$ cat src/inc/rx_status_pkg.sv
// Overview of operation
// e1 mode: hdlc source select 0 feeds time slots, 1 feeds the Sa bits
// receive hdlc runs only while its enable bit is 1
// bert direction 0 takes framer data, 1 takes the transmit path
// t1 only: framed select 0 skips the F-bit, 1 clocks it too
// receive bert port runs only while its enable bit is 1
// bert suppress mask bit k set excludes channel bit k+1
// hdlc suppress mask excludes channel bits; in Sa mode bits 4..0 exclude Sa4..Sa8
// clear bits set on falling edge, detect bits on rising edge of alarm
// flag all-ones alarm and remote alarm arriving on the receive line
// loss of signal declared after 192 consecutive received zeros
// frame loss detect sets when receiver loses synchronization
// first and t1 third status registers latched and can request interrupt
// port n copy sits at base plus 200h times n minus one
// t1: alignment change event sets when last resync moved alignment
// t1: separate events for zero runs of at least eight and sixteen
// t1: severe framing event when 2 of 6 framing bits errored
// t1: zero-substitution codeword event regardless of selected line code
// t1: frame bit error event on each errored Ft or FPS bit
// e1: crc, cas and fas resync criteria events
// e1: signaling all-ones and all-zeros events on time slot 16
// e1: crc-4 multiframe event and align frame event
// second register latched; t1 no interrupt, e1 only bits 0 to 3
// latched bits stay set until the host clears them
package rx_status_pkg;
  localparam int          PORT_COUNT   = 8;
  localparam int          ADDR_W       = 14;
  // register indices inside one port window; byte address is four times the index
  localparam logic [8:0]  IDX_CTL      = 9'h08A;
  localparam logic [8:0]  IDX_BERT_SUP = 9'h08B;
  localparam logic [8:0]  IDX_HDLC_SUP = 9'h08D;
  localparam logic [8:0]  IDX_CFG      = 9'h08E;
  localparam logic [8:0]  IDX_ALARM_ST = 9'h090;
  localparam logic [8:0]  IDX_FRAME_ST = 9'h091;
  localparam logic [8:0]  IDX_LOOP_ST  = 9'h092;
  localparam logic [11:0] PORT_STRIDE  = 12'h200;
  // expansion port control fields
  localparam int          CTL_HDLC_SRC = 7;
  localparam int          CTL_HDLC_EN  = 6;
  localparam int          CTL_BERT_DIR = 2;
  localparam int          CTL_BERT_FRM = 1;
  localparam int          CTL_BERT_EN  = 0;
  localparam logic [7:0]  CTL_MASK     = 8'hC7;
  localparam int          CFG_E1       = 0;
  localparam logic [7:0]  CFG_MASK     = 8'h01;
  localparam logic [7:0]  RESET_BYTE   = 8'h00;
  // status layout
  localparam int          ALRM_CLR_OFS = 4;
  localparam logic [7:0]  FRAME_T1_MSK = 8'h3F;
  localparam logic [7:0]  FRAME_T1_LOW = 8'h07;
  localparam logic [7:0]  FRAME_E1_MSK = 8'h7F;
  localparam logic [7:0]  FRAME_E1_IRQ = 8'h0F;
  localparam int          FRAME_Z8     = 4;
  localparam int          FRAME_Z16    = 3;
  localparam int          FRAME_ALIGN  = 5;
  localparam int          LOOP_CLK_CLR = 7;
  localparam int          LOOP_CLK_DET = 3;
  // raw input bundle positions
  localparam int          RAW_W        = 13;
  localparam int          RAW_CLK_LOSS = 3;
  localparam int          RAW_EV       = 4;
  localparam int          RAW_TOG      = 11;
  localparam int          RAW_DATA     = 12;
  localparam int          EV_W         = 7;
  // zero run figures
  localparam logic [7:0]  LOS_ZEROS    = 8'd192;
  localparam logic [7:0]  RUN_EIGHT    = 8'd8;
  localparam logic [7:0]  RUN_SIXTEEN  = 8'd16;
endpackage

$ cat src/rtl/rx_port_status.sv
`timescale 1ns/1ps
`default_nettype none
module rx_port_status (
  input  wire logic                                 clk_sys,
  input  wire logic                                 rst_n,
  input  wire logic                                 e1Mode,
  input  wire logic [rx_status_pkg::RAW_W-1:0]      rawIn,
  input  wire logic [7:0]                           clear1,
  input  wire logic [7:0]                           clear2,
  input  wire logic [7:0]                           clear3,
  output logic      [7:0]                           alarmSt,
  output logic      [7:0]                           frameSt,
  output logic      [7:0]                           loopSt,
  output logic                                      irqRequest
);
  typedef struct packed {
    logic [rx_status_pkg::RAW_W-1:0] s1;
    logic [rx_status_pkg::RAW_W-1:0] s2;
    logic [rx_status_pkg::RAW_W-1:0] s3;
    logic [rx_status_pkg::RAW_W-1:0] agreed;
    logic [3:0]                      condPrev;
    logic [7:0]                      zeroCount;
    logic [7:0]                      alarmSt;
    logic [7:0]                      frameSt;
    logic [7:0]                      loopSt;
  } pstate_t;

  pstate_t                         state;
  pstate_t                         next_state;
  logic [rx_status_pkg::RAW_W-1:0] agreedNew;
  logic [rx_status_pkg::RAW_W-1:0] change;
  logic [3:0]                      cond;
  logic [3:0]                      condRise;
  logic [3:0]                      condFall;
  logic                            bitTick;
  logic                            losLevel;
  logic [7:0]                      set2;

  // change counts only once the second and third stage agree
  always_comb begin
    next_state = state;
    next_state.s1 = rawIn;
    next_state.s2 = state.s1;
    next_state.s3 = state.s2;
    for (int i = 0; i < rx_status_pkg::RAW_W; i++) begin
      agreedNew[i] = (state.s2[i] == state.s3[i]) ? state.s3[i] : state.agreed[i];
    end
    next_state.agreed = agreedNew;
    change = agreedNew ^ state.agreed;
    // each toggle of the bit strobe carries one received line bit
    bitTick = change[rx_status_pkg::RAW_TOG];
    if (bitTick) begin
      if (agreedNew[rx_status_pkg::RAW_DATA]) begin
        next_state.zeroCount = '0;
      end else if (state.zeroCount != rx_status_pkg::LOS_ZEROS) begin
        next_state.zeroCount = state.zeroCount + 8'h01;
      end
    end
    losLevel = (next_state.zeroCount == rx_status_pkg::LOS_ZEROS);
    // remote alarm, all-ones, signal loss, frame loss
    cond = {agreedNew[2], agreedNew[1], losLevel, agreedNew[0]};
    next_state.condPrev = cond;
    condRise = cond & ~state.condPrev;
    condFall = ~cond & state.condPrev;
    // set wins over a clear in the same cycle
    next_state.alarmSt = (state.alarmSt & ~clear1) | {condFall, condRise};
    // event inputs are toggles; every agreed change is one event
    set2 = {1'b0, change[rx_status_pkg::RAW_EV +: rx_status_pkg::EV_W]};
    if (!e1Mode) begin
      set2 = set2 & rx_status_pkg::FRAME_T1_LOW;
      set2[rx_status_pkg::FRAME_ALIGN] =
        change[rx_status_pkg::RAW_EV + rx_status_pkg::FRAME_ALIGN];
      set2[rx_status_pkg::FRAME_Z8] = bitTick
        && (next_state.zeroCount == rx_status_pkg::RUN_EIGHT);
      set2[rx_status_pkg::FRAME_Z16] = bitTick
        && (next_state.zeroCount == rx_status_pkg::RUN_SIXTEEN);
      set2 = set2 & rx_status_pkg::FRAME_T1_MSK;
    end else begin
      set2 = set2 & rx_status_pkg::FRAME_E1_MSK;
    end
    next_state.frameSt = (state.frameSt & ~clear2) | set2;
    next_state.loopSt = state.loopSt & ~clear3;
    next_state.loopSt[rx_status_pkg::LOOP_CLK_DET] =
      next_state.loopSt[rx_status_pkg::LOOP_CLK_DET]
      | (change[rx_status_pkg::RAW_CLK_LOSS] & agreedNew[rx_status_pkg::RAW_CLK_LOSS]);
    next_state.loopSt[rx_status_pkg::LOOP_CLK_CLR] =
      next_state.loopSt[rx_status_pkg::LOOP_CLK_CLR]
      | (change[rx_status_pkg::RAW_CLK_LOSS] & ~agreedNew[rx_status_pkg::RAW_CLK_LOSS]);
  end

  // single register for all port state
  always_ff @(posedge clk_sys) begin
    if (!rst_n) begin
      state <= '0;
    end else begin
      state <= next_state;
    end
  end

  assign alarmSt = state.alarmSt;
  assign frameSt = state.frameSt;
  assign loopSt  = state.loopSt;
  // t1 second register never requests; e1 only its low four bits
  assign irqRequest = (|state.alarmSt) || (|state.loopSt)
                      || (e1Mode && |(state.frameSt & rx_status_pkg::FRAME_E1_IRQ));

  los_192_a: assert property (@(posedge clk_sys) disable iff (!rst_n)
    $rose(state.alarmSt[1]) |-> $past(state.zeroCount) == rx_status_pkg::LOS_ZEROS - 8'h01
    || $past(state.zeroCount) == rx_status_pkg::LOS_ZEROS)
    else $error("signal loss set without 192 zeros");
  sticky_hold_a: assert property (@(posedge clk_sys) disable iff (!rst_n)
    (state.alarmSt[4] && !clear1[4]) |=> state.alarmSt[4])
    else $error("latched bit dropped without clear");
  set_wins_a: assert property (@(posedge clk_sys) disable iff (!rst_n)
    (condRise[0] && clear1[0]) |=> state.alarmSt[0])
    else $error("rising edge lost under clear");
  fall_clear_a: assert property (@(posedge clk_sys) disable iff (!rst_n)
    condFall[2] |=> state.alarmSt[6] && !$past(cond[2]))
    else $error("falling edge did not set clear bit");
  t1_no_irq_a: assert property (@(posedge clk_sys) disable iff (!rst_n)
    (!e1Mode && state.alarmSt == 8'h00 && state.loopSt == 8'h00) |-> !irqRequest)
    else $error("t1 second register raised a request");
  // an older sixteen-zero bit may still be latched, so only a new rise is wrong
  zero_eight_a: assert property (@(posedge clk_sys) disable iff (!rst_n)
    (!e1Mode && bitTick && state.zeroCount == rx_status_pkg::RUN_EIGHT - 8'h01
     && !agreedNew[rx_status_pkg::RAW_DATA])
    |=> state.frameSt[rx_status_pkg::FRAME_Z8] && !$rose(state.frameSt[rx_status_pkg::FRAME_Z16]))
    else $error("eight zero event missing");
endmodule
`default_nettype wire

$ cat src/rtl/rx_port_ctl.sv
`timescale 1ns/1ps
`default_nettype none
module rx_port_ctl #(
  parameter int PORTS = rx_status_pkg::PORT_COUNT
) (
  input  wire logic                                   clk_sys,
  input  wire logic                                   rst_n,
  input  wire logic                                   psel,
  input  wire logic                                   penable,
  input  wire logic                                   pwrite,
  input  wire logic [rx_status_pkg::ADDR_W-1:0]       paddr,
  input  wire logic [31:0]                            pwdata,
  input  wire logic [3:0]                             pstrb,
  output logic      [31:0]                            prdata,
  output logic                                        pready,
  output logic                                        pslverr,
  input  wire logic [PORTS-1:0]                       remoteAlarmRaw,
  input  wire logic [PORTS-1:0]                       allOnesAlarmRaw,
  input  wire logic [PORTS-1:0]                       frameLossRaw,
  input  wire logic [PORTS-1:0]                       rxClockLossRaw,
  input  wire logic [PORTS-1:0][6:0]                  eventToggleRaw,
  input  wire logic [PORTS-1:0]                       lineBitToggle,
  input  wire logic [PORTS-1:0]                       lineBitData,
  output logic      [PORTS-1:0]                       e1Mode,
  output logic      [PORTS-1:0]                       hdlcSourceSa,
  output logic      [PORTS-1:0]                       hdlcSourceFdl,
  output logic      [PORTS-1:0]                       hdlcRun,
  output logic      [PORTS-1:0][7:0]                  hdlcChanSuppress,
  output logic      [PORTS-1:0][4:0]                  hdlcSaSuppress,
  output logic      [PORTS-1:0]                       bertFromTx,
  output logic      [PORTS-1:0]                       bertUseFbit,
  output logic      [PORTS-1:0]                       bertRun,
  output logic      [PORTS-1:0][7:0]                  bertSuppress,
  output logic      [PORTS-1:0]                       statusRequest
);
  typedef struct packed {
    logic [PORTS-1:0][7:0] ctl;
    logic [PORTS-1:0][7:0] bertSup;
    logic [PORTS-1:0][7:0] hdlcSup;
    logic [PORTS-1:0][7:0] cfg;
    logic [31:0]           rdata;
  } cstate_t;

  cstate_t               state;
  cstate_t               next_state;
  logic [2:0]            port;
  logic [8:0]            localIdx;
  logic                  hit;
  logic                  access;
  logic                  wrEn;
  logic [7:0]            wrByte;
  logic [PORTS-1:0][7:0] clear1;
  logic [PORTS-1:0][7:0] clear2;
  logic [PORTS-1:0][7:0] clear3;
  logic [PORTS-1:0][7:0] alarmSt;
  logic [PORTS-1:0][7:0] frameSt;
  logic [PORTS-1:0][7:0] loopSt;

  // index within a port window; ports repeat every stride of indices
  function automatic logic [8:0] local_index(input logic [rx_status_pkg::ADDR_W-1:0] a);
    return a[10:2];
  endfunction

  function automatic logic index_mapped(input logic [8:0] i);
    return i == rx_status_pkg::IDX_CTL || i == rx_status_pkg::IDX_BERT_SUP
        || i == rx_status_pkg::IDX_HDLC_SUP || i == rx_status_pkg::IDX_CFG
        || i == rx_status_pkg::IDX_ALARM_ST || i == rx_status_pkg::IDX_FRAME_ST
        || i == rx_status_pkg::IDX_LOOP_ST;
  endfunction

  // mask bit 4 goes to Sa4 and bit 0 to Sa8, so the order turns round
  function automatic logic [4:0] sa_order(input logic [7:0] m);
    return {m[0], m[1], m[2], m[3], m[4]};
  endfunction

  // address decode; upper address bits pick the port copy
  always_comb begin
    port   = paddr[rx_status_pkg::ADDR_W-1:11];
    localIdx = local_index(paddr);
    hit    = index_mapped(localIdx);
    access = psel && penable;
    wrEn   = access && pwrite && hit && pstrb[0];
    wrByte = pwdata[7:0];
  end

  // no wait states; unmapped indices answer with an error
  assign pready  = 1'b1;
  assign pslverr = access && !hit;
  assign prdata  = state.rdata;

  // writes to latched status clear the bits written as one
  always_comb begin
    for (int p = 0; p < PORTS; p++) begin
      clear1[p] = '0;
      clear2[p] = '0;
      clear3[p] = '0;
    end
    if (wrEn) begin
      if (localIdx == rx_status_pkg::IDX_ALARM_ST) begin
        clear1[port] = wrByte;
      end
      if (localIdx == rx_status_pkg::IDX_FRAME_ST) begin
        clear2[port] = wrByte;
      end
      if (localIdx == rx_status_pkg::IDX_LOOP_ST) begin
        clear3[port] = wrByte;
      end
    end
  end

  // register writes land at the access edge; read data captured in setup
  always_comb begin
    next_state = state;
    if (wrEn) begin
      unique case (localIdx)
        rx_status_pkg::IDX_CTL: begin
          next_state.ctl[port] = wrByte & rx_status_pkg::CTL_MASK;
        end
        rx_status_pkg::IDX_BERT_SUP: begin
          next_state.bertSup[port] = wrByte;
        end
        rx_status_pkg::IDX_HDLC_SUP: begin
          next_state.hdlcSup[port] = wrByte;
        end
        rx_status_pkg::IDX_CFG: begin
          next_state.cfg[port] = wrByte & rx_status_pkg::CFG_MASK;
        end
        default: begin
          next_state.cfg = state.cfg;
        end
      endcase
    end
    if (psel && !penable) begin
      next_state.rdata = '0;
      unique case (localIdx)
        rx_status_pkg::IDX_CTL:      next_state.rdata[7:0] = state.ctl[port];
        rx_status_pkg::IDX_BERT_SUP: next_state.rdata[7:0] = state.bertSup[port];
        rx_status_pkg::IDX_HDLC_SUP: next_state.rdata[7:0] = state.hdlcSup[port];
        rx_status_pkg::IDX_CFG:      next_state.rdata[7:0] = state.cfg[port];
        rx_status_pkg::IDX_ALARM_ST: next_state.rdata[7:0] = alarmSt[port];
        rx_status_pkg::IDX_FRAME_ST: next_state.rdata[7:0] = frameSt[port];
        rx_status_pkg::IDX_LOOP_ST:  next_state.rdata[7:0] = loopSt[port];
        default:                     next_state.rdata = '0;
      endcase
    end
  end

  always_ff @(posedge clk_sys) begin
    if (!rst_n) begin
      state <= '0;
    end else begin
      state <= next_state;
    end
  end

  // per-port routing and status copies
  for (genvar p = 0; p < PORTS; p++) begin : g_port
    logic saMode;

    assign e1Mode[p]        = state.cfg[p][rx_status_pkg::CFG_E1];
    assign saMode           = e1Mode[p] && state.ctl[p][rx_status_pkg::CTL_HDLC_SRC];
    assign hdlcSourceSa[p]  = saMode;
    assign hdlcSourceFdl[p] = !e1Mode[p] && state.ctl[p][rx_status_pkg::CTL_HDLC_SRC];
    assign hdlcRun[p]       = state.ctl[p][rx_status_pkg::CTL_HDLC_EN];
    // channel mask is idle while the controller feeds from Sa bits
    assign hdlcChanSuppress[p] = saMode ? 8'h00 : state.hdlcSup[p];
    assign hdlcSaSuppress[p]   = saMode ? sa_order(state.hdlcSup[p]) : 5'h00;
    assign bertFromTx[p]    = state.ctl[p][rx_status_pkg::CTL_BERT_DIR];
    // the F-bit exists only in t1 frames
    assign bertUseFbit[p]   = !e1Mode[p] && state.ctl[p][rx_status_pkg::CTL_BERT_FRM];
    assign bertRun[p]       = state.ctl[p][rx_status_pkg::CTL_BERT_EN];
    assign bertSuppress[p]  = state.bertSup[p];

    rx_port_status u_status (
      .clk_sys    (clk_sys),
      .rst_n      (rst_n),
      .e1Mode     (e1Mode[p]),
      .rawIn      ({lineBitData[p], lineBitToggle[p], eventToggleRaw[p], rxClockLossRaw[p],
                    remoteAlarmRaw[p], allOnesAlarmRaw[p], frameLossRaw[p]}),
      .clear1     (clear1[p]),
      .clear2     (clear2[p]),
      .clear3     (clear3[p]),
      .alarmSt    (alarmSt[p]),
      .frameSt    (frameSt[p]),
      .loopSt     (loopSt[p]),
      .irqRequest (statusRequest[p])
    );
  end

  ctl_write_a: assert property (@(posedge clk_sys) disable iff (!rst_n)
    (wrEn && localIdx == rx_status_pkg::IDX_CTL)
    |=> state.ctl[$past(port)] == ($past(wrByte) & rx_status_pkg::CTL_MASK))
    else $error("control write not stored in addressed port");
  unmapped_err_a: assert property (@(posedge clk_sys) disable iff (!rst_n)
    (access && !index_mapped(local_index(paddr))) |-> pslverr ##1 !$past(wrEn))
    else $error("unmapped access not refused");
  bert_fbit_a: assert property (@(posedge clk_sys) disable iff (!rst_n)
    bertUseFbit[2] |-> !e1Mode[2] && state.ctl[2][rx_status_pkg::CTL_BERT_FRM])
    else $error("F-bit used outside t1 framed select");
  sa_map_a: assert property (@(posedge clk_sys) disable iff (!rst_n)
    hdlcSaSuppress[3][0] |-> hdlcSourceSa[3] && state.hdlcSup[3][4] && hdlcChanSuppress[3] == 8'h00)
    else $error("Sa4 suppress mapped wrongly");
  hdlc_src_a: assert property (@(posedge clk_sys) disable iff (!rst_n)
    (hdlcSourceSa[2] |-> e1Mode[2]) and (hdlcSourceFdl[2] |-> !e1Mode[2]))
    else $error("hdlc source select wrong for mode");
endmodule
`default_nettype wire

$ cat config.mk
export PLATFORM = sky130hd
export DESIGN_NAME = rx_port_ctl
export DESIGN_NICKNAME = d
export VERILOG_FILES = /design/src/inc/rx_status_pkg.sv /design/src/rtl/rx_port_status.sv /design/src/rtl/rx_port_ctl.sv
export SDC_FILE = /design/constraint.sdc
export NUM_CORES = 2
export LEC_CHECK = 0
export BUFFER_PORTS_ARGS = -buffer_cell sky130_fd_sc_hd__clkbuf_2
export CAP_MARGIN = 10
export CORE_AREA = 2 2 263 265
export CTS_BUF_LIST = sky130_fd_sc_hd__clkbuf_8
export DETAILED_ROUTE_END_ITERATION = 12
export DIE_AREA = 0 0 265 267
export PLACE_DENSITY = 0.82
export SLEW_MARGIN = 10
export SYNTH_ARGS = -nofsm -noshare
export SYNTH_HDL_FRONTEND = slang
export SYNTH_SLANG_ARGS = --single-unit
$ cat constraint.sdc
create_clock -name clk_sys -period 2.37 [get_ports clk_sys]
set_input_delay 0.474 -clock clk_sys [delete_from_list [all_inputs] [get_ports clk_sys]]
set_output_delay 0.474 -clock clk_sys [all_outputs]
set_load 0.01 [all_outputs]
# ---- Word-level counts from Yosys, hierarchy flattened
# Cells that the tools add are included.
dict set report word_totals {
  register_bits 968
  inputBits 159
  output_inout_bits 266
}
dict set report classes {
  add_sub_neg 8
  order_cmp 2
  n_eq_ne 143
  n_mux 179
  bitwise_logic 145
  reduce_logical 115
}
# operator n
set ops {}
lappend ops {{$mux 64} 6}
lappend ops {{$mux 8} 40}
lappend ops {{$bwmux 64} 4}
lappend ops {{$and 8x8->8} 24}
lappend ops {{$not 8->8} 24}
lappend ops {{$bmux 8 s3} 7}
lappend ops {{$reduce_or 8->1} 16}
lappend ops {{$eq 1x1->1} 104}
lappend ops {{$mux 1} 104}
lappend ops {{$xor 12x12->12} 8}
lappend ops {{$add 8x1->8 const B} 8}
lappend ops {{$and 4x4->4} 16}
lappend ops {{$and 64x64->64} 1}
lappend ops {{$eq 8x4->1 const B} 8}
lappend ops {{$eq 8x5->1 const B} 8}
lappend ops {{$eq 8x8->1 const B} 8}
lappend ops {{$ne 8x8->1 const B} 8}
lappend ops {{$not 4->4} 16}
lappend ops {{$or 8x7->8} 8}
lappend ops {{$or 8x8->8} 8}
lappend ops {{$eq 9x8->1 const B} 7}
lappend ops {{$mux 7} 8}
lappend ops {{$pmux 8 s7} 1}
lappend ops {{$logic_and 1x1->1} 55}
lappend ops {{other kinds (11)} 95}

# ---- Logic depth before layout (Yosys ltp)
dict set report depth {
  word_depth 13
  depth_mapped 10
  mapped_depth_nobuf 8
}

# ---- By module
# From an unflattened synthesis, not the netlist that was laid out.
dict set report unflattened {
  hier_cells 4855
  area_unflattened_um2 40547.6
}
# module n_inst cells_per_inst area_per_inst_um2 seq_area_each_um2
set by_module_without_submodules {}
lappend by_module_without_submodules {{rx_port_status (g_port[1].u_status ...)} 7 380 3465.8 1701.6}
lappend by_module_without_submodules {rx_port_ctl 1 1836 12991.2 3683.5}
lappend by_module_without_submodules {{rx_port_status (g_port[0].u_status)} 1 359 3295.7 1701.6}

# ---- Least setup slack after synthesis
# OpenSTA, ideal clock, no wires.
dict set report synth_path {
  path_kind {reg-to-reg}
  start {reg g_port[4].u_status.state[24] (netlist bit)}
  end {reg g_port[4].u_status.state, in the netlist g_port[4].u_status.frameSt[3]}
  t_arrival_ps 2429
  t_required_ps 2295
  path_slack_ps -134
  path_stages_with_launch 10
  path_buffers 1
  period_less_slack_ps 2504
  cell_sequence {dfxtp_1 -> inv_1 -> ha_1 -> or4b_1 -> or3_1 -> buf_2 -> a32oi_1 -> o311ai_1 -> or4_1 -> a31oi_1}
}
dict set report synth_between {
  elab_chain_len 8
}
# element line
set synth_lines {}
lappend synth_lines {{start: declaration} rx_port_status.sv:28} ;# pstate_t state;
lappend synth_lines {{start signal: assignment} rx_port_status.sv:96} ;# state <= next_state;
lappend synth_lines {{$add 8x1->8 or $ne 8x8->1 (tied branches)} {rx_port_status.sv:56, rx_port_status.sv:55}}
lappend synth_lines {{$mux 8} rx_port_status.sv:55} ;# end else if (state.zeroCount != rx_status_pkg::LOS_ZEROS) begin
lappend synth_lines {{$mux 8} rx_port_status.sv:53} ;# if (agreedNew[rx_status_pkg::RAW_DATA]) begin
lappend synth_lines {{$mux 8 (*)} rx_port_status.sv:52} ;# if (bitTick) begin
lappend synth_lines {{$eq 8x5->1 (*)} rx_port_status.sv:76} ;# && (next_state.zeroCount == rx_status_pkg::RUN_SIXTEEN);
lappend synth_lines {{$logic_and 1x1->1 (*)} rx_port_status.sv:76}
lappend synth_lines {{$mux 7 (*)} rx_port_status.sv:69} ;# if (!e1Mode) begin
lappend synth_lines {{$or 8x7->8 (*)} rx_port_status.sv:81} ;# next_state.frameSt = (state.frameSt & ~clear2) | set2;
# Every way passes the cells marked *; elsewhere a longest branch is shown, timed or not.
# A chain may end at the register's enable or synchronous reset.

# ---- Worst setup path after layout
dict set report layout_path {
  start {reg g_port[7].u_status.state, in the netlist g_port[7].u_status.alarmSt[2]}
  end {out statusRequest[7]}
}
dict set report layout_between {
  elab_chain_len 3
}
# element line
set layout_lines {}
lappend layout_lines {{start: declaration} rx_port_status.sv:28}
lappend layout_lines {{start signal: assignment} rx_port_status.sv:96}
lappend layout_lines {{$reduce_or 8->1} rx_port_status.sv:104} ;# assign irqRequest = (|state.alarmSt) || (|state.loopSt)
lappend layout_lines {{$logic_or 1x1->1} rx_port_status.sv:104}
lappend layout_lines {{$logic_or 1x1->1} rx_port_status.sv:105} ;# || (e1Mode && |(state.frameSt & rx_status_pkg::FRAME_E1_IRQ));
lappend layout_lines {{end: declaration} rx_port_ctl.sv:34} ;# output logic [PORTS-1:0] statusRequest
# No other way between the ends.

==> flow_metrics.tcl <==
set metrics [dict create \
    min_period_over_period_pct 103 \
    routedLengthMet1_um 49400 \
    largest_net_degree_at_the_start_of_global_routing 116 \
    routabilityCongestion 1.03 \
    grtUsageTotal_pct 35.3 \
    worstRegToRegCells 8 \
    rows 96 \
    dp.final_hpwl_um 90400 \
    setup.worst_path.start_class "flop" \
    synth_area_per_cell_sq_um 8.94 \
    main_flop_type_after_synthesis "dfxtp_1" \
    rsz0062_at_grt "true" \
    slew_viol_final 0 \
    synth_sequential_area_ratio_pct 46.6 \
    area_overhead_vs_synth_pct 24.1 \
    synthCells 4151 \
    final_critical_path_setup_slack_ns -0.0810 \
    fin_skew_ns 0.0460 \
    grt-ovfl-total 0 \
    cts.sink_count 864 \
    seqCellArea_sq_um 17400 \
    fin_hold_ws_ns 0.173 \
    clock_tree.htree_level_count 4 \
    ys_ff_latch 864 \
    num_cts_buffers 137 \
    total_switching_power_uw 7170 \
    number_of_different_library_cells_in_the_post_synthesis_netlist 86 \
    async_flop_share_pct 0 \
    worst_hold_path.num_cells 4 \
    fillers 5264 \
    synth.top_cells.by_area "dfxtp_1 47%, and2_1 6.7%, mux2i_1 5.3%, nand2_1 4.2%, nor2_1 4.2%" \
    insertion_delay_ns 0.83 \
    numPortBuffers 370 \
    post-synth-top-count-cell "dfxtp_1" \
    cts.clk_slew.worst_paths_ns 0.07 \
    vdd_ir_drop_max_mv 0.432 \
    post-route-min-period_ns 2.45 \
    design.portCount 425 \
    route.top_layer_used "met5" \
    leakage_uw 0.0196 \
    timing.reg2reg.setup_slack_ns -0.02 \
    antenna_violations_before_repair 6 \
    ctsLongestPathBuffers 3 \
    critical_path_required_ns 1.90 \
    drc_errors 0 \
    nNetsFinal 4966 \
    global_route_wire_length_before_repair_um 192000 \
    via_per_inst 6.02 \
    cap_viol_max_count 0 \
    cts_tree "built" \
    power_per_cell_area_nw_per_um2 636 \
    crit_path_max_fanout 2 \
    swShare_pct 24.5 \
    setup_violations 9 \
    multi_input_comb_area_sq_um 18400 \
    fraction_of_final_layout_cells_sized_beyond_drive_strength_1_pct 24.4 \
    dp_slack_ns -0.220 \
    clock_power_share_pct 42.5 \
    share_comb_of_total_power_pct 6.5 \
    run_status "finished with violations" \
    detailroute.wirelength.met3_um 10800 \
    synth_edf_count 0 \
    vias 34800 \
    detail_route.iter0.violations 3779 \
    initial_utilization_pct 54.6 \
    drt_first_pass_iters 6 \
    drt.antenna.violating_nets 0 \
    mappedNetlistArea_sq_um 37100 \
    cp-end-kind "output port" \
    cellInternalPower_uw 22100 \
    post-synth-top-area-fraction_pct 46.6 \
    wire_per_inst_um 22.4 \
    hold_path.class "input port to flop" \
    finalHoldViolCount 0 \
    failed_checks "setup timing" \
    critPathArrivalTime_ns 1.98 \
    root_buffer "clkbuf_8" \
    timing_worst_slew_pin_value_ns 0.784 \
    power_frac_seq_pct 51.1 \
    vias_in_the_first_global_route 33000 \
    synthDominantAreaCellType "dfxtp_1" \
    crit_type "flop to output port" \
    max_slew_margin_pct 47.3 \
    synthesis.yosys.warnings 0 \
    maxClockFrequency_mhz 408 \
    horizontal_die_dimension_um 265 \
    totalWireLength_um 130000 \
    met2_wire_len_um 60300 \
    floorplan.die.height_um 267 \
    synthTopCellsByCount "864 x dfxtp_1, 416 x nand2_1, 414 x nor2_1" \
    design.die.area_sq_um 70800 \
    design.core.area_sq_um 68000 \
]
[sequential cells by signal, indices dropped and copies added (netlist names)]
name	count
state	80
bertFromTx	8
g_port.u_status.frameSt	64
bertSuppress	64
g_port.u_status.loopSt	64
g_port.u_status.alarmSt	64
g_port.u_status.next_state	208
bertRun	8
g_port.u_status.state	280
e1Mode	8
hdlcRun	8
prdata	8
[layer usage]
metal | global-route usage (%) | vias up
met2 | 57.9 | 1843
met4 | 23.9 | 8
met3 | 6.90 | 487
met1 | 42.0 | 16600
li1 | - | 15800
met5 | 0 | -
[cell usage in the layout (no fill, tap or decap), drive strengths merged, types with 20 or more instances in the layout]
cell / netlist / final
nand2: 416 / 416
nor3: 35 / 35
mux4: 30 / 30
o21ai: 277 / 277
nand3: 64 / 64
nor2b: 33 / 33
a21oi: 265 / 265
inv: 40 / 96
o311a: 48 / 48
a31oi: 24 / 24
nor3b: 21 / 21
o21a: 21 / 21
mux2: 44 / 44
nor2: 414 / 414
o22ai: 62 / 62
o31ai: 20 / 20
or3: 29 / 29
and3: 64 / 64
and2: 399 / 399
mux2i: 195 / 195
dfxtp: 864 / 864
buf: 168 / 376
clkbuf: 203 / 522
nor4: 40 / 40
conb: 2 / 25
o211ai: 47 / 47
o221ai: 38 / 38
dlygate4sd3: 0 / 114
[cell families after synthesis]
family / synth area share, %
buffers and inverters: 5.70
AO/OA/AOI/OAI: 16.3
XOR/XNOR: 0.0945
adder cells (fa/ha/maj): 0.756
flip-flops: 46.6
AND/OR/NAND/NOR: 22.1
other: 0.0202
multiplexers: 8.42
[cell type report]
type	instances	area share [%]
Multi-Input combinational cell	2896	40.0
Sequential cell	864	37.8
Timing Repair Buffer	849	13.6
Clock buffer	163	4.87
Tap cell	882	2.40
Clock inverter	76	0.913
Inverter	43	0.367
Antenna cell	3	0.0163
[metrics by stage]
stage          cells  total power (uW)  utilization, %  TNS, ns  cell area [sq um]
6_report        5776             29300            67.7   -0.338              46000
3_5_place_dp    5386             16900            60.5   -24.82              41200
2_1_floorplan   4174             16200               -    -4.22              37200
4_1_cts         5767             29300            67.0   -0.188              45500
3_3_place_gp    5386             16900            60.5   -21.31              41200
5_1_grt         5775             30200            67.7    -1.04              46000
[critical path, stage by stage (launching register included)]
cell	delay, ns
dfxtp_2	0.34
nor4_1	0.30
and4_1	0.25
nand2_2	0.11
buf_6	0.16
[power groups by stage]
stage	Clock [uW]	Combinational, uW	Sequential, uW
global placement	0	1610	15300
CTS	12500	1800	15000
detailed placement	0	1630	15300
floorplan	0	935	15200
global route	13200	1990	15000
finish	12400	1890	15000
[path summary, 6_finish.rpt]
| check | start | endpoint |
|---|---|---|
| min | penable | prdata[3] |
| max reg2reg | g_port[4].u_status.state[24] | g_port[4].u_status.frameSt[3] |
| min reg2reg | g_port[4].u_status.next_state[66] | g_port[4].u_status.next_state[53] |
| max | g_port[7].u_status.alarmSt[2] | statusRequest[7] |
[what timing repair did]
item,in CTS,in global routing
buffers inserted,29,8
hold buffers,114,0
endpoints found under the hold margin,113,0
endpoints found under the setup margin,94,57
pin swaps,46,37
gates resized for setup,117,98
gates cloned,0,1
(Power assumes the default switching activity.)
